<file path="src/switch_route_pkg.sv">
// constants and types shared by the request route decoder
package switch_route_pkg;

  // ----------------------------------------
  // register map, per port stride 0x20
  // ----------------------------------------
  localparam logic [2:0] REG_MEM_BASE  = 3'h0;
  localparam logic [2:0] REG_MEM_LIMIT = 3'h1;
  localparam logic [2:0] REG_IO_RANGE  = 3'h2;
  localparam logic [2:0] REG_BUS       = 3'h3;
  localparam logic [2:0] REG_CTRL      = 3'h4;
  localparam logic [2:0] REG_STATUS    = 3'h5;
  localparam int         PORT_SHIFT    = 5;
  localparam int         REG_SHIFT     = 2;

  // ----------------------------------------
  // control word fields
  // ----------------------------------------
  localparam int CTL_MEM_EN    = 0;
  localparam int CTL_IO_EN     = 1;
  localparam int CTL_MASTER_EN = 2;
  localparam int CTL_DECODE_EN = 3;
  localparam int CTL_MA_MODE   = 4;
  localparam int CTL_SERR_EN   = 5;
  localparam int CTL_FLOOD     = 6;
  localparam int CTL_FATAL     = 7;
  localparam int CTL_NONFATAL  = 8;
  localparam int CTL_HOST_HIDE = 9;
  localparam int CTL_UP_CFG    = 10;
  localparam int CTL_ISA_EN    = 11;
  localparam int CTL_VGA_EN    = 12;
  localparam int CTL_PRIMARY   = 13;
  localparam int CTL_DEF_LSB   = 14;
  localparam int CTL_UNIT_LSB  = 18;
  localparam int CTL_DEV_LSB   = 23;

  // ----------------------------------------
  // status word fields, write one to clear
  // ----------------------------------------
  localparam int STA_DET_MA     = 0;
  localparam int STA_SIG_TA     = 1;
  localparam int STA_SIG_SE     = 2;
  localparam int STA_SEC_DET_MA = 3;
  localparam int STA_SEC_SIG_TA = 4;
  localparam int STA_CHAIN_END  = 5;
  localparam int STA_WIDTH      = 6;

  // ----------------------------------------
  // reset values and fixed windows
  // ----------------------------------------
  localparam logic [31:0] RST_MEM_BASE  = 32'hffffffff;
  localparam logic [31:0] RST_MEM_LIMIT = 32'h00000000;
  localparam logic [31:0] RST_IO_RANGE  = 32'h0000ffff;
  localparam logic [31:0] RST_BUS       = 32'h00000000;
  localparam logic [31:0] RST_CTRL      = 32'h00000000;
  localparam logic [31:0] VGA_MEM_LO    = 32'h000a0000;
  localparam logic [31:0] VGA_MEM_HI    = 32'h000bffff;
  localparam logic [15:0] VGA_IO_LO     = 16'h03b0;
  localparam logic [15:0] VGA_IO_HI     = 16'h03df;
  localparam logic [31:0] ALL_ONES      = 32'hffffffff;

  // ----------------------------------------
  // request kinds and routing actions
  // ----------------------------------------
  typedef enum logic [2:0] {
    KIND_MEM, KIND_IO, KIND_CFG0, KIND_CFG1, KIND_MSG0, KIND_INTR, KIND_SMGT
  } kind_t;

  typedef enum logic [2:0] {
    ACT_NONE, ACT_FORWARD, ACT_REFLECT, ACT_LOCAL, ACT_DROP,
    ACT_MASTER_ABORT, ACT_TARGET_ABORT, ACT_NORMAL_ONES
  } action_t;

endpackage

</file>
<file path="src/switch_request_route_decoder.sv">
// request routing decision logic for a multi-port switch, with apb registers
// ----------------------------------------
// ----------------------------------------
`timescale 1ns/100ps
`default_nettype none

module switch_request_route_decoder #(
  parameter int NPORT = 4,
  parameter int PW    = 2
) (
  input  wire logic                     mclk,
  input  wire logic                     srst,
  input  wire logic                     psel,
  input  wire logic                     penable,
  input  wire logic                     pwrite,
  input  wire logic [11:0]              paddr,
  input  wire logic [31:0]              pwdata,
  output logic      [31:0]              prdata,
  output logic                          pready,
  output logic                          pslverr,
  input  wire logic                     reqValid,
  input  wire logic [PW-1:0]            reqPort,
  input  wire switch_route_pkg::kind_t  reqKind,
  input  wire logic                     reqPosted,
  input  wire logic                     reqCompat,
  input  wire logic [31:0]              reqAddr,
  input  wire logic [7:0]               reqBus,
  input  wire logic [4:0]               reqDev,
  output logic                          resValid,
  output switch_route_pkg::action_t     resAction,
  output logic      [PW-1:0]            resPort,
  output logic                          resToType0,
  output logic                          resClearCompat,
  output logic      [NPORT-1:0]         floodPorts,
  output logic                          fatalIrq,
  output logic                          nonfatalIrq
);

  // ----------------------------------------
  // apb decode
  // ----------------------------------------
  wire logic [2:0] aPort   = paddr[7:5];
  wire logic [2:0] aReg    = paddr[4:2];
  wire logic       aHit    = (paddr[11:8] == 4'h0) && ({29'h0, aPort} < NPORT)
                             && (aReg <= switch_route_pkg::REG_STATUS);
  wire logic       access  = psel && penable && !pready;
  wire logic       wrStb   = psel && penable && pready && pwrite && aHit;
  logic [31:0]          memBase  [NPORT];
  logic [31:0]          memLimit [NPORT];
  logic [31:0]          ioRange  [NPORT];
  logic [31:0]          busCfg   [NPORT];
  logic [31:0]          ctrl     [NPORT];
  logic [5:0]           status   [NPORT];
  logic [31:0]          rdArr    [NPORT][6];
  logic [NPORT-1:0]     inRng;
  logic [NPORT-1:0]     busIn;
  logic [NPORT-1:0]     isSec;
  logic [NPORT-1:0]     masterOn;
  logic [NPORT-1:0]     serrOn;
  logic [NPORT-1:0]     nDetMa;
  logic [NPORT-1:0]     nSigTa;
  logic [NPORT-1:0]     nSigSe;
  logic [NPORT-1:0]     nSecMa;
  logic [NPORT-1:0]     nSecTa;
  logic [NPORT-1:0]     nChain;
  // ----------------------------------------
  // per port registers and hit terms
  // ----------------------------------------
  for (genvar i = 0; i < NPORT; i++)
  begin : g_port
    wire logic sel = wrStb && (aPort == 3'(i));
    wire logic [15:0] ioA = reqAddr[15:0];
    wire logic memWin = (reqAddr >= memBase[i]) && (reqAddr <= memLimit[i]);
    wire logic vgaMem = ctrl[i][switch_route_pkg::CTL_VGA_EN]
                        && (reqAddr >= switch_route_pkg::VGA_MEM_LO)
                        && (reqAddr <= switch_route_pkg::VGA_MEM_HI);
    wire logic ioWin  = (ioA >= ioRange[i][15:0]) && (ioA <= ioRange[i][31:16])
                        && !(ctrl[i][switch_route_pkg::CTL_ISA_EN]
                        && (ioA[9:8] != 2'h0));
    wire logic vgaIo  = ctrl[i][switch_route_pkg::CTL_VGA_EN]
                        && (ioA >= switch_route_pkg::VGA_IO_LO)
                        && (ioA <= switch_route_pkg::VGA_IO_HI);
    wire logic [31:0] clr = (sel && aReg == switch_route_pkg::REG_STATUS)
                            ? pwdata : 32'h0;
    wire logic [5:0] sets = {nChain[i], nSecTa[i], nSecMa[i],
                             nSigSe[i], nSigTa[i], nDetMa[i]};
    assign inRng[i] = (reqKind == switch_route_pkg::KIND_MEM) ? (memWin || vgaMem)
                                                                : (ioWin || vgaIo);
    assign busIn[i]    = (reqBus >= busCfg[i][15:8]) && (reqBus <= busCfg[i][23:16]);
    assign isSec[i]    = !ctrl[i][switch_route_pkg::CTL_PRIMARY];
    assign masterOn[i] = ctrl[i][switch_route_pkg::CTL_MASTER_EN];
    assign serrOn[i]   = ctrl[i][switch_route_pkg::CTL_SERR_EN];
    assign rdArr[i][0] = memBase[i];
    assign rdArr[i][1] = memLimit[i];
    assign rdArr[i][2] = ioRange[i];
    assign rdArr[i][3] = busCfg[i];
    assign rdArr[i][4] = ctrl[i];
    assign rdArr[i][5] = {26'h0, status[i]};
    always_ff @(posedge mclk)
    begin
      if (srst)
      begin
        memBase[i]  <= switch_route_pkg::RST_MEM_BASE;
        memLimit[i] <= switch_route_pkg::RST_MEM_LIMIT;
        ioRange[i]  <= switch_route_pkg::RST_IO_RANGE;
        busCfg[i]   <= switch_route_pkg::RST_BUS;
        ctrl[i]     <= switch_route_pkg::RST_CTRL;
        status[i]   <= 6'h0;
      end
      else
      begin
        if (sel && aReg == switch_route_pkg::REG_MEM_BASE)
          memBase[i] <= pwdata;
        if (sel && aReg == switch_route_pkg::REG_MEM_LIMIT)
          memLimit[i] <= pwdata;
        if (sel && aReg == switch_route_pkg::REG_IO_RANGE)
          ioRange[i] <= pwdata;
        if (sel && aReg == switch_route_pkg::REG_BUS)
          busCfg[i] <= {8'h0, pwdata[23:0]};
        if (sel && aReg == switch_route_pkg::REG_CTRL)
          ctrl[i] <= {4'h0, pwdata[27:0]};
        status[i] <= (status[i] & ~clr[5:0]) | sets;
      end
    end
  end
  // ----------------------------------------
  // apb response
  // ----------------------------------------
  wire logic [31:0] rdWord = aHit ? rdArr[aPort[PW-1:0]][aReg] : 32'h0;
  always_ff @(posedge mclk)
  begin
    if (srst)
    begin
      pready  <= 1'b0;
      prdata  <= 32'h0;
      pslverr <= 1'b0;
    end
    else
    begin
      pready  <= access;
      prdata  <= (access && !pwrite) ? rdWord : 32'h0;
      pslverr <= access && !aHit;
    end
  end
  // ----------------------------------------
  // ingress port views
  // ----------------------------------------
  wire logic [31:0]   ingCtl   = ctrl[reqPort];
  wire logic [31:0]   ingBus   = busCfg[reqPort];
  wire logic [PW-1:0] dp       = ingCtl[switch_route_pkg::CTL_DEF_LSB +: PW];
  wire logic          upstream = isSec[reqPort];
  wire logic          maMode   = ingCtl[switch_route_pkg::CTL_MA_MODE];
  wire logic          devIsId  = reqDev == ingCtl[switch_route_pkg::CTL_UNIT_LSB +: 5];
  wire logic          devIsDn  = (reqDev == ingCtl[switch_route_pkg::CTL_DEV_LSB +: 5])
                                 && !ingCtl[switch_route_pkg::CTL_HOST_HIDE];
  wire logic          devInPart = {27'h0, reqDev} < NPORT;
  wire logic          spaceOn  = (reqKind == switch_route_pkg::KIND_MEM)
                                 ? ingCtl[switch_route_pkg::CTL_MEM_EN]
                                 : ingCtl[switch_route_pkg::CTL_IO_EN];
  wire logic          decodeOn = ingCtl[switch_route_pkg::CTL_DECODE_EN];
  wire logic [NPORT-1:0] dsHit = inRng & {NPORT{decodeOn && spaceOn}};
  wire logic [NPORT-1:0] usHit = inRng | ~masterOn;
  function automatic logic onlyOne(input logic [NPORT-1:0] v);
    onlyOne = (v != '0) && ((v & (v - 1'b1)) == '0);
  endfunction
  function automatic logic [PW-1:0] firstIdx(input logic [NPORT-1:0] v);
    firstIdx = '0;
    for (int k = NPORT - 1; k >= 0; k--)
      if (v[k])
        firstIdx = PW'(k);
  endfunction
  // ----------------------------------------
  // routing decision
  // ----------------------------------------
  switch_route_pkg::action_t nAct;
  logic [PW-1:0]    nPort;
  logic             nType0;
  logic             nClr;
  logic             fail;
  logic             chainErr;
  logic [NPORT-1:0] secVec;
  logic [NPORT-1:0] nFlood;
  logic             nFatal;
  logic             nNonfatal;
  wire logic [NPORT-1:0] ingBit = NPORT'(1) << reqPort;
  always_comb
  begin
    nAct     = switch_route_pkg::ACT_NONE;
    nPort    = reqPort;
    nType0   = 1'b0;
    nClr     = 1'b0;
    fail     = 1'b0;
    chainErr = 1'b0;
    secVec   = '0;
    case (reqKind)
      switch_route_pkg::KIND_MEM, switch_route_pkg::KIND_IO:
      begin
        if (!upstream)
        begin
          secVec = dsHit & isSec;
          if (reqCompat || !decodeOn)
          begin
            nAct  = switch_route_pkg::ACT_FORWARD;
            nPort = dp;
          end
          else if (!dsHit[reqPort])
          begin
            nAct     = reqPosted ? switch_route_pkg::ACT_DROP
                                 : switch_route_pkg::ACT_MASTER_ABORT;
            chainErr = reqPosted;
          end
          else if (!onlyOne(secVec))
            fail = 1'b1;
          else
          begin
            nAct  = switch_route_pkg::ACT_FORWARD;
            nPort = firstIdx(secVec);
          end
        end
        else
        begin
          secVec = usHit & isSec;
          if (usHit[reqPort])
            nAct = switch_route_pkg::ACT_REFLECT;
          else if (usHit[dp] && !onlyOne(secVec))
            fail = 1'b1;
          else if (usHit[dp])
          begin
            nAct  = switch_route_pkg::ACT_FORWARD;
            nPort = firstIdx(secVec);
            nClr  = 1'b1;
          end
          else
          begin
            nAct  = switch_route_pkg::ACT_FORWARD;
            nPort = dp;
          end
        end
      end
      switch_route_pkg::KIND_CFG0:
      begin
        if (!upstream)
          nAct = devIsId ? switch_route_pkg::ACT_LOCAL
                         : switch_route_pkg::ACT_MASTER_ABORT;
        else
          nAct = (devIsDn && ingCtl[switch_route_pkg::CTL_UP_CFG])
                 ? switch_route_pkg::ACT_LOCAL
                 : switch_route_pkg::ACT_MASTER_ABORT;
      end
      switch_route_pkg::KIND_CFG1:
      begin
        secVec = busIn & isSec;
        if (!upstream)
        begin
          if (!busIn[reqPort])
            nAct = switch_route_pkg::ACT_MASTER_ABORT;
          else if (reqBus == ingBus[15:8] && devInPart)
          begin
            nAct  = switch_route_pkg::ACT_LOCAL;
            nPort = reqDev[PW-1:0];
          end
          else if (reqBus == ingBus[15:8] || !onlyOne(secVec))
            fail = 1'b1;
          else
          begin
            nAct   = switch_route_pkg::ACT_FORWARD;
            nPort  = firstIdx(secVec);
            nType0 = reqBus == busCfg[firstIdx(secVec)][15:8];
          end
        end
        else if (!ingCtl[switch_route_pkg::CTL_UP_CFG])
          nAct = switch_route_pkg::ACT_MASTER_ABORT;
        else if (reqBus == ingBus[15:8])
        begin
          nAct   = devIsDn ? switch_route_pkg::ACT_LOCAL
                           : switch_route_pkg::ACT_REFLECT;
          nType0 = !devIsDn;
        end
        else if (busIn[reqPort])
          nAct = switch_route_pkg::ACT_REFLECT;
        else if (reqBus == ingBus[7:0])
        begin
          if (devInPart)
          begin
            nAct  = switch_route_pkg::ACT_LOCAL;
            nPort = reqDev[PW-1:0];
          end
          else
            fail = 1'b1;
        end
        else if (!busIn[dp])
        begin
          nAct  = switch_route_pkg::ACT_FORWARD;
          nPort = dp;
        end
        else if (!onlyOne(secVec))
          fail = 1'b1;
        else
        begin
          nAct   = switch_route_pkg::ACT_FORWARD;
          nPort  = firstIdx(secVec);
          nType0 = reqBus == busCfg[firstIdx(secVec)][15:8];
          nClr   = 1'b1;
        end
      end
      switch_route_pkg::KIND_MSG0:
      begin
        chainErr = upstream ? !devIsDn : !devIsId;
        nAct     = chainErr ? switch_route_pkg::ACT_DROP
                            : switch_route_pkg::ACT_LOCAL;
      end
      default:
      begin
        nAct  = switch_route_pkg::ACT_FORWARD;
        nPort = dp;
      end
    endcase
  end
  // ----------------------------------------
  // abort side effects
  // ----------------------------------------
  wire logic posted  = reqPosted && reqKind != switch_route_pkg::KIND_CFG1;
  wire logic failNp  = reqValid && fail && !posted;
  wire logic failP   = reqValid && fail && posted && maMode;
  wire logic floodOn = failP && ingCtl[switch_route_pkg::CTL_FLOOD] && serrOn[reqPort];
  wire logic vibOn   = floodOn && upstream;
  wire logic [NPORT-1:0] vibPri = {NPORT{vibOn}} & ~isSec & serrOn;
  wire logic [NPORT-1:0] vibSec = {NPORT{vibOn}} & isSec & ~ingBit;
  wire switch_route_pkg::action_t failAct =
    posted ? switch_route_pkg::ACT_DROP
           : (maMode ? switch_route_pkg::ACT_TARGET_ABORT
                     : switch_route_pkg::ACT_NORMAL_ONES);
  assign nDetMa    = (reqValid && fail && upstream) ? ingBit : '0;
  assign nSecMa    = (reqValid && fail && !upstream) ? ingBit : '0;
  assign nSigTa    = (failNp && maMode && !upstream) ? ingBit : '0;
  assign nSecTa    = (failNp && maMode && upstream) ? ingBit : '0;
  assign nSigSe    = (floodOn ? ingBit : '0) | vibPri;
  assign nFlood    = (floodOn ? ingBit : '0) | vibPri | vibSec;
  assign nChain    = (reqValid && chainErr) ? ingBit : '0;
  assign nFatal    = failP && !floodOn && ingCtl[switch_route_pkg::CTL_FATAL];
  assign nNonfatal = failP && !floodOn && !ingCtl[switch_route_pkg::CTL_FATAL]
                     && ingCtl[switch_route_pkg::CTL_NONFATAL];
  // ----------------------------------------
  // registered result
  // ----------------------------------------
  always_ff @(posedge mclk)
  begin
    if (srst)
    begin
      resValid       <= 1'b0;
      resAction      <= switch_route_pkg::ACT_NONE;
      resPort        <= '0;
      resToType0     <= 1'b0;
      resClearCompat <= 1'b0;
      floodPorts     <= '0;
      fatalIrq       <= 1'b0;
      nonfatalIrq    <= 1'b0;
    end
    else
    begin
      resValid       <= reqValid;
      resAction      <= !reqValid ? switch_route_pkg::ACT_NONE
                                  : (fail ? failAct : nAct);
      resPort        <= nPort;
      resToType0     <= reqValid && nType0;
      resClearCompat <= reqValid && nClr && reqCompat;
      floodPorts     <= nFlood;
      fatalIrq       <= nFatal;
      nonfatalIrq    <= nNonfatal;
    end
  end

endmodule

`default_nettype wire

</file>
<file path="config.mk">
export PLATFORM = sky130hd
export DESIGN_NAME = switch_request_route_decoder
export DESIGN_NICKNAME = d
export VERILOG_FILES = /design/src/switch_route_pkg.sv /design/src/switch_request_route_decoder.sv
export SDC_FILE = /design/constraint.sdc
export NUM_CORES = 2
export LEC_CHECK = 0
export BUFFER_PORTS_ARGS = -buffer_cell sky130_fd_sc_hd__buf_2
export CAP_MARGIN = 20
export CORE_ASPECT_RATIO = 0.7
export CORE_MARGIN = 4
export CORE_UTILIZATION = 36
export CTS_CLUSTER_SIZE = 10
export DETAILED_ROUTE_END_ITERATION = 6
export PLACE_DENSITY = 0.58
export SETUP_SLACK_MARGIN = 0.2
export SLEW_MARGIN = 20
export SYNTH_ARGS = -nofsm -noshare
export SYNTH_HDL_FRONTEND = slang
export SYNTH_SLANG_ARGS = --single-unit
</file>
<file path="constraint.sdc">
create_clock -name mclk -period 4.95 [get_ports mclk]
set_input_delay 0.2475 -clock mclk [delete_from_list [all_inputs] [get_ports mclk]]
set_output_delay 0.2475 -clock mclk [all_outputs]
set_load 0.02 [all_outputs]
</file>
Word-level counts from Yosys, hierarchy flattened
Memory sizes are Yosys's and may differ from the RTL's.
Index checks and enable logic that the tools add are counted.
{ "word_totals": {"ff_bits": 48, "ram_bits": 616, "inputBits": 102, "wordCells": 507, "memories": 6} }
{ "op_classes": {"addsub": 3, "order_cmp": 35, "eq_ne": 19, "shifts": 1, "mux": 226, "bitwise": 58, "reduce_logical": 148} }
{ "mem_list": {"columns": ["name", "depth", "word_bits", "rd", "rd_clocked_by_memory_dff", "write_ports", "line_no", "source"], "rows": [
  ["ioRange", 4, 32, 4, 0, 4, "switch_request_route_decoder.sv:50", "logic [31:0] ioRange [NPORT];"],
  ["memBase", 4, 32, 4, 0, 4, "switch_request_route_decoder.sv:48", "logic [31:0] memBase [NPORT];"],
  ["memLimit", 4, 32, 4, 0, 4, "switch_request_route_decoder.sv:49", "logic [31:0] memLimit [NPORT];"],
  ["ctrl", 4, 28, 5, 0, 4, "switch_request_route_decoder.sv:52", "logic [31:0] ctrl [NPORT];"],
  ["busCfg", 4, 24, 6, 0, 4, "switch_request_route_decoder.sv:51", "logic [31:0] busCfg [NPORT];"],
  ["status", 4, 6, 4, 0, 4, "switch_request_route_decoder.sv:53", "logic [5:0] status [NPORT];"]
]} }
{ "ops": {"columns": ["cell", "count"], "rows": [
  ["2-to-1 mux 32 bit", 14],
  ["binary-select mux 192 bit (select 2 bit)", 1],
  ["2-to-1 mux 192 bit", 2],
  [">= comparator 32 bit", 4],
  ["<= comparator 32 bit", 4],
  ["2-to-1 mux 1 bit", 126],
  ["2-to-1 mux 28 bit", 4],
  ["logical AND 1 bit", 102],
  ["binary-select mux 32 bit (select 3 bit)", 1],
  ["2-to-1 mux 24 bit", 4],
  ["2-to-1 mux 2 bit", 34],
  [">= comparator 16 bit", 4],
  ["<= comparator 16 bit", 4],
  ["2-to-1 mux 6 bit", 8],
  ["bitwise AND 4 bit", 11],
  ["2-to-1 mux 3 bit", 14],
  ["equality test 8 bit", 4],
  [">= comparator 32 x 20 -> 1 bit, second input constant", 1],
  [">= comparator 8 bit", 4],
  ["<= comparator 32 x 20 -> 1 bit, second input constant", 1],
  ["<= comparator 8 bit", 4],
  ["bitwise AND 6 bit", 4],
  ["2-to-1 mux 4 bit", 6],
  ["inverter 6 bit", 4],
  ["34 further kinds", 125]
]} }

Longest topological paths before layout
{ "depth": {"word_depth": 29, "ltp_mapped": 17} }

Worst setup path after synthesis
No wires, ideal clock.
{ "synth_timing": {"path_kind": "input-to-reg", "from": "input port paddr[6]", "to": "memory ioRange[2][0], enable pin", "t_arrival_ps": 4456, "required_time_ps": 4484, "setup_slack_ps": 28, "cell_stages": 6, "path_buffers": 4, "path_cell_list": "clkbuf_1 > buf_1 > clkbuf_1 > clkbuf_1 > nand2_1 > o21ai_0"} }
{ "synth_rtl": {"columns": ["element", "line_no", "source"], "rows": [
  ["from (decl)", "switch_request_route_decoder.sv:16", "input wire logic [11:0] paddr,"],
  ["to (decl)", "switch_request_route_decoder.sv:50", null]
]} }

==> impl_metrics.csv <==
group,metric,value,unit
logic_synthesis,mappedNetlistArea,43600,µm²
cells_and_area,layout.cells.non_filler,5795,
grt,globalRouteTotalUtil,25.4,%
sta,period_needed,4630,ps
die,initial_utilization,36.4,%
clocking,cts.sink_count,664,
sta,timing.final.setup_violations,0,
sta,holdWs,34.0,ps
clocking,cts_max_path_buffers,3,
logic_synthesis,syn_nets,4406,
grt,grt_start_max_net_pins,77,
sta,total_negative_slack,0,ps
sta,final.period_utilization,93.6,%
logic_synthesis,synth-edff-count,592,
power,power.density,276,nW/µm²
power,ir_worst_vdd,0.285,mV
drt,final_routed_drc_violation_total,0,
sta,rsz0062_at_grt,"true",
grt,wire_length_of_the_first_global_routing_pass,233000,µm
worst_setup_path,worst_setup_path_category,"flop to flop",
die,design.portCount,150,
worst_setup_path,wp_data_arrival,5190,ps
die,fp.dieH,299,µm
logic_synthesis,synthesis.instances,3856,
sta,final_slew_viol_count,0,
sta,tightestPinTransition,1160,ps
placement,placed_area,47600,µm²
placement,globalplace.congestion,1.02,
grt,grt_pass1_vias,31600,
min_path,hp-class,"input port to flop",
die,cell_row_count,106,
grt,total_congestion_overflow,0,
job,cap_viol_max_count,0,
logic_synthesis,postSynth.asyncResetShare,0,%
drt,first_pass_iters,7,
cells_and_area,num-fill-cells,11200,
worst_setup_path,end_kind,"flop",
placement,buffer_ports.inserted,147,
drt,routed_wire_length_per_instance,28.1,µm
worst_setup_path,worstPathMaxFanout,5,
sta,finalHoldViolCount,0,
clocking,clock_insertion_delay_worst_skew,680,ps
power,leakagePower,20.8,nW
clocking,ctsRootBufferMaster,"sky130_fd_sc_hd__clkbuf_16",
cells_and_area,num-nets-final,4666,
placement,post-place-cells,5639,
placement,hpwlAfterDp,121000,µm
logic_synthesis,synth_ff_type,"sky130_fd_sc_hd__edfxtp_1",
sta,relSlewSlack,22.4,%
logic_synthesis,postSynthAreaPerCell,11.3,µm²
drt,drt-initial-drc-count,4391,
cells_and_area,area_used_by_multi_input_combinational_logic,22000,µm²
die,die_area,127000,µm²
clocking,cts_tree,"built",
logic_synthesis,synth_cell_types,93,
cells_and_area,area_delta_synth_final,15.3,%
drt,dr_total_vias,33100,
clocking,ctsHtreeMaxLevel,3,
logic_synthesis,synth-seq-cells,664,
die,core_area,120000,µm²
sta,fmax,216,MHz
cells_and_area,layout-drive-gt1-share,20.6,%
grt,antenna_found_initial,15,
drt,drt-total-wl,163000,µm
sta,finClkSkew,31.3,ps
logic_synthesis,seq_area_frac_synth,44.1,%
cells_and_area,final_area,50200,µm²
worst_setup_path,worst_ep_required_time,5510,ps
logic_synthesis,synth.yosys.warnings,0,
run_status,outcome,"completed",
sta,worst_setup_slack_after_layout,317,ps
die,horiz_die_dim,424,µm
drt,ant_nets,0,
worst_setup_path,start_kind,"flop",
drt,post_drt_via_cell_ratio,5.72,
clocking,clock_transition_at_the_registers_of_the_reported_paths,60,ps
cells_and_area,seqCellArea,19200,µm²
clocking,number_of_cts_inserted_buffers,80,
placement,detailedPlace.worstSlack,101,ps
## final timing paths
| path | end | start | slack (ps) | cells past startpoint |
|---|---|---|---|---|
| hold / removal | ioRange[0][30]$_SDFFCE_PN0P_ | pwdata[30] | 30 | 2 |
| setup reg to reg | status[1][2]$_SDFF_PP0_ | memLimit[2][15]$_SDFFCE_PN0P_ | 320 | 17 |
| setup / recovery | status[1][2]$_SDFF_PP0_ | memLimit[2][15]$_SDFFCE_PN0P_ | 320 | 17 |
| hold reg to reg | status[0][5]$_SDFF_PP0_ | status[0][5]$_SDFF_PP0_ | 460 | 2 |
## cell type report
type | instances | share of cell area (%)
Inverter | 493 | 3.69
Clock inverter | 16 | 0.374
Clock buffer | 118 | 4.35
Antenna cell | 7 | 0.0349
Timing Repair Buffer | 376 | 5.34
Sequential cell | 664 | 38.3
Multi-Input combinational cell | 2501 | 43.9
Tap cell | 1620 | 4.04
## Yosys cell counts (all sizes together), types with 8 or more instances
library cell,instances,area share [%]
nand2b,113,1.6
nor3,51,0.59
nand3,44,0.51
or3,13,0.19
edfxtp,592,41
xor2,12,0.24
nand2,155,1.3
a22oi,11,0.19
and4,12,0.24
inv,492,4.2
o21a,17,0.29
nand4,91,1.3
buf,24,0.22
a2111oi,9,0.22
mux4,212,11
a31o,14,0.28
or2,101,1.5
a31oi,14,0.20
a32o,8,0.18
xnor2,30,0.60
ha,448,13
o22ai,27,0.40
nor4,19,0.31
and2,414,5.9
nor2b,19,0.27
a21boi,8,0.14
dfxtp,72,3.3
o211ai,19,0.34
o21ai,106,1.2
mux2i,31,0.71
a211oi,37,0.68
nor2,99,0.85
a21oi,187,2.1
a221oi,15,0.32
clkbuf,174,1.5
a21o,47,0.81
## per-layer routing
metal	track usage (%)	vias to the layer above	wire [µm]
met3	7.10	245	18900
met4	6.57	8	4850
met1	38.5	16500	73300
met2	35.2	1843	65800
met5	0	-	53
li1	-	14600	-
## cells by family (layout without fill, tap and decap cells)
logic type | after synthesis | count (layout) | synth area share [%]
flops | 664 | 664 | 44.1
mux | 249 | 249 | 11.8
other cells | 0 | 7 | 0
buf+inv | 691 | 1003 | 5.97
fa+ha+maj | 448 | 448 | 12.9
xor+xnor | 42 | 42 | 0.845
compound gates | 597 | 597 | 9.11
simple gates | 1165 | 1165 | 15.3
## critical path, cell delays in order (launching register included)
cell	delay (ps)
sky130_fd_sc_hd__edfxtp_1	390
sky130_fd_sc_hd__inv_1	70
sky130_fd_sc_hd__ha_1	300
sky130_fd_sc_hd__nand4_1	370
sky130_fd_sc_hd__a211oi_1	860
sky130_fd_sc_hd__o41ai_1	200
sky130_fd_sc_hd__a22oi_1	200
sky130_fd_sc_hd__buf_4	170
sky130_fd_sc_hd__nor4_1	50
sky130_fd_sc_hd__or4_1	510
sky130_fd_sc_hd__buf_4	190
sky130_fd_sc_hd__o21ai_0	170
sky130_fd_sc_hd__buf_4	150
sky130_fd_sc_hd__a211oi_4	40
sky130_fd_sc_hd__a32oi_2	330
sky130_fd_sc_hd__nor4_4	120
sky130_fd_sc_hd__buf_4	170
sky130_fd_sc_hd__a32o_1	210
## flip-flops by register name, summed over array words and instances, names as in the netlist, 2 cells and up
name	cells
ctrl	112
memLimit	128
resPort	2
memBase	128
floodPorts	4
ioRange	128
busCfg	96
prdata	32
resAction	3
status	24
## power by group
group / leakage, nW / switching (W) / total, W / internal [W]
Clock: 1.15 / 0.00248 / 0.00564 / 0.00316
Combinational: 13.5 / 0.00123 / 0.00194 / 0.000708
Sequential: 6.13 / 0.0000791 / 0.00628 / 0.00620
## layout by cell type, fill, tap and decap left out, types with 14 or more instances in the layout
cell,count
sky130_fd_sc_hd__nor4_1,18
sky130_fd_sc_hd__a211oi_1,34
sky130_fd_sc_hd__a221oi_1,14
sky130_fd_sc_hd__o21ai_0,82
sky130_fd_sc_hd__or2_2,100
sky130_fd_sc_hd__a31o_2,14
sky130_fd_sc_hd__dfxtp_1,72
sky130_fd_sc_hd__nor2_1,95
sky130_fd_sc_hd__xnor2_1,30
sky130_fd_sc_hd__ha_1,448
sky130_fd_sc_hd__nor3_1,35
sky130_fd_sc_hd__o211ai_1,18
sky130_fd_sc_hd__nand2b_1,113
sky130_fd_sc_hd__inv_1,491
sky130_fd_sc_hd__nand4_1,91
sky130_fd_sc_hd__clkbuf_16,80
sky130_fd_sc_hd__clkbuf_1,34
sky130_fd_sc_hd__edfxtp_1,592
sky130_fd_sc_hd__o21ai_4,16
sky130_fd_sc_hd__buf_2,144
sky130_fd_sc_hd__o22ai_1,26
sky130_fd_sc_hd__and2_1,413
sky130_fd_sc_hd__a31oi_1,14
sky130_fd_sc_hd__a21oi_1,187
sky130_fd_sc_hd__nand2_1,155
sky130_fd_sc_hd__a21o_1,47
sky130_fd_sc_hd__buf_4,204
sky130_fd_sc_hd__mux2i_1,31
sky130_fd_sc_hd__nor3_2,16
sky130_fd_sc_hd__nor2b_1,19
sky130_fd_sc_hd__mux4_2,212
sky130_fd_sc_hd__buf_12,14
sky130_fd_sc_hd__o21a_1,17
sky130_fd_sc_hd__nand3_1,44
## through the flow
stage | power (W) | util [%]
6_report | 0.0139 | 41.9
5_1_grt | 0.0143 | 41.9
4_1_cts | 0.0139 | 41.9
3_5_place_dp | 0.00828 | 39.8
3_3_place_gp | 0.00825 | 39.8
2_1_floorplan | 0.00744 | -
## timing repair
action | CTS | global route
resized for setup | 1 | 8
buffers inserted | 0 | 3
endpoints found under the setup margin | 2 | 27
hold endpoints to repair | 30 | 0
pin swaps | 0 | 3
hold buffers | 12 | 0
Note: power is estimated with default switching activity, not from simulation.
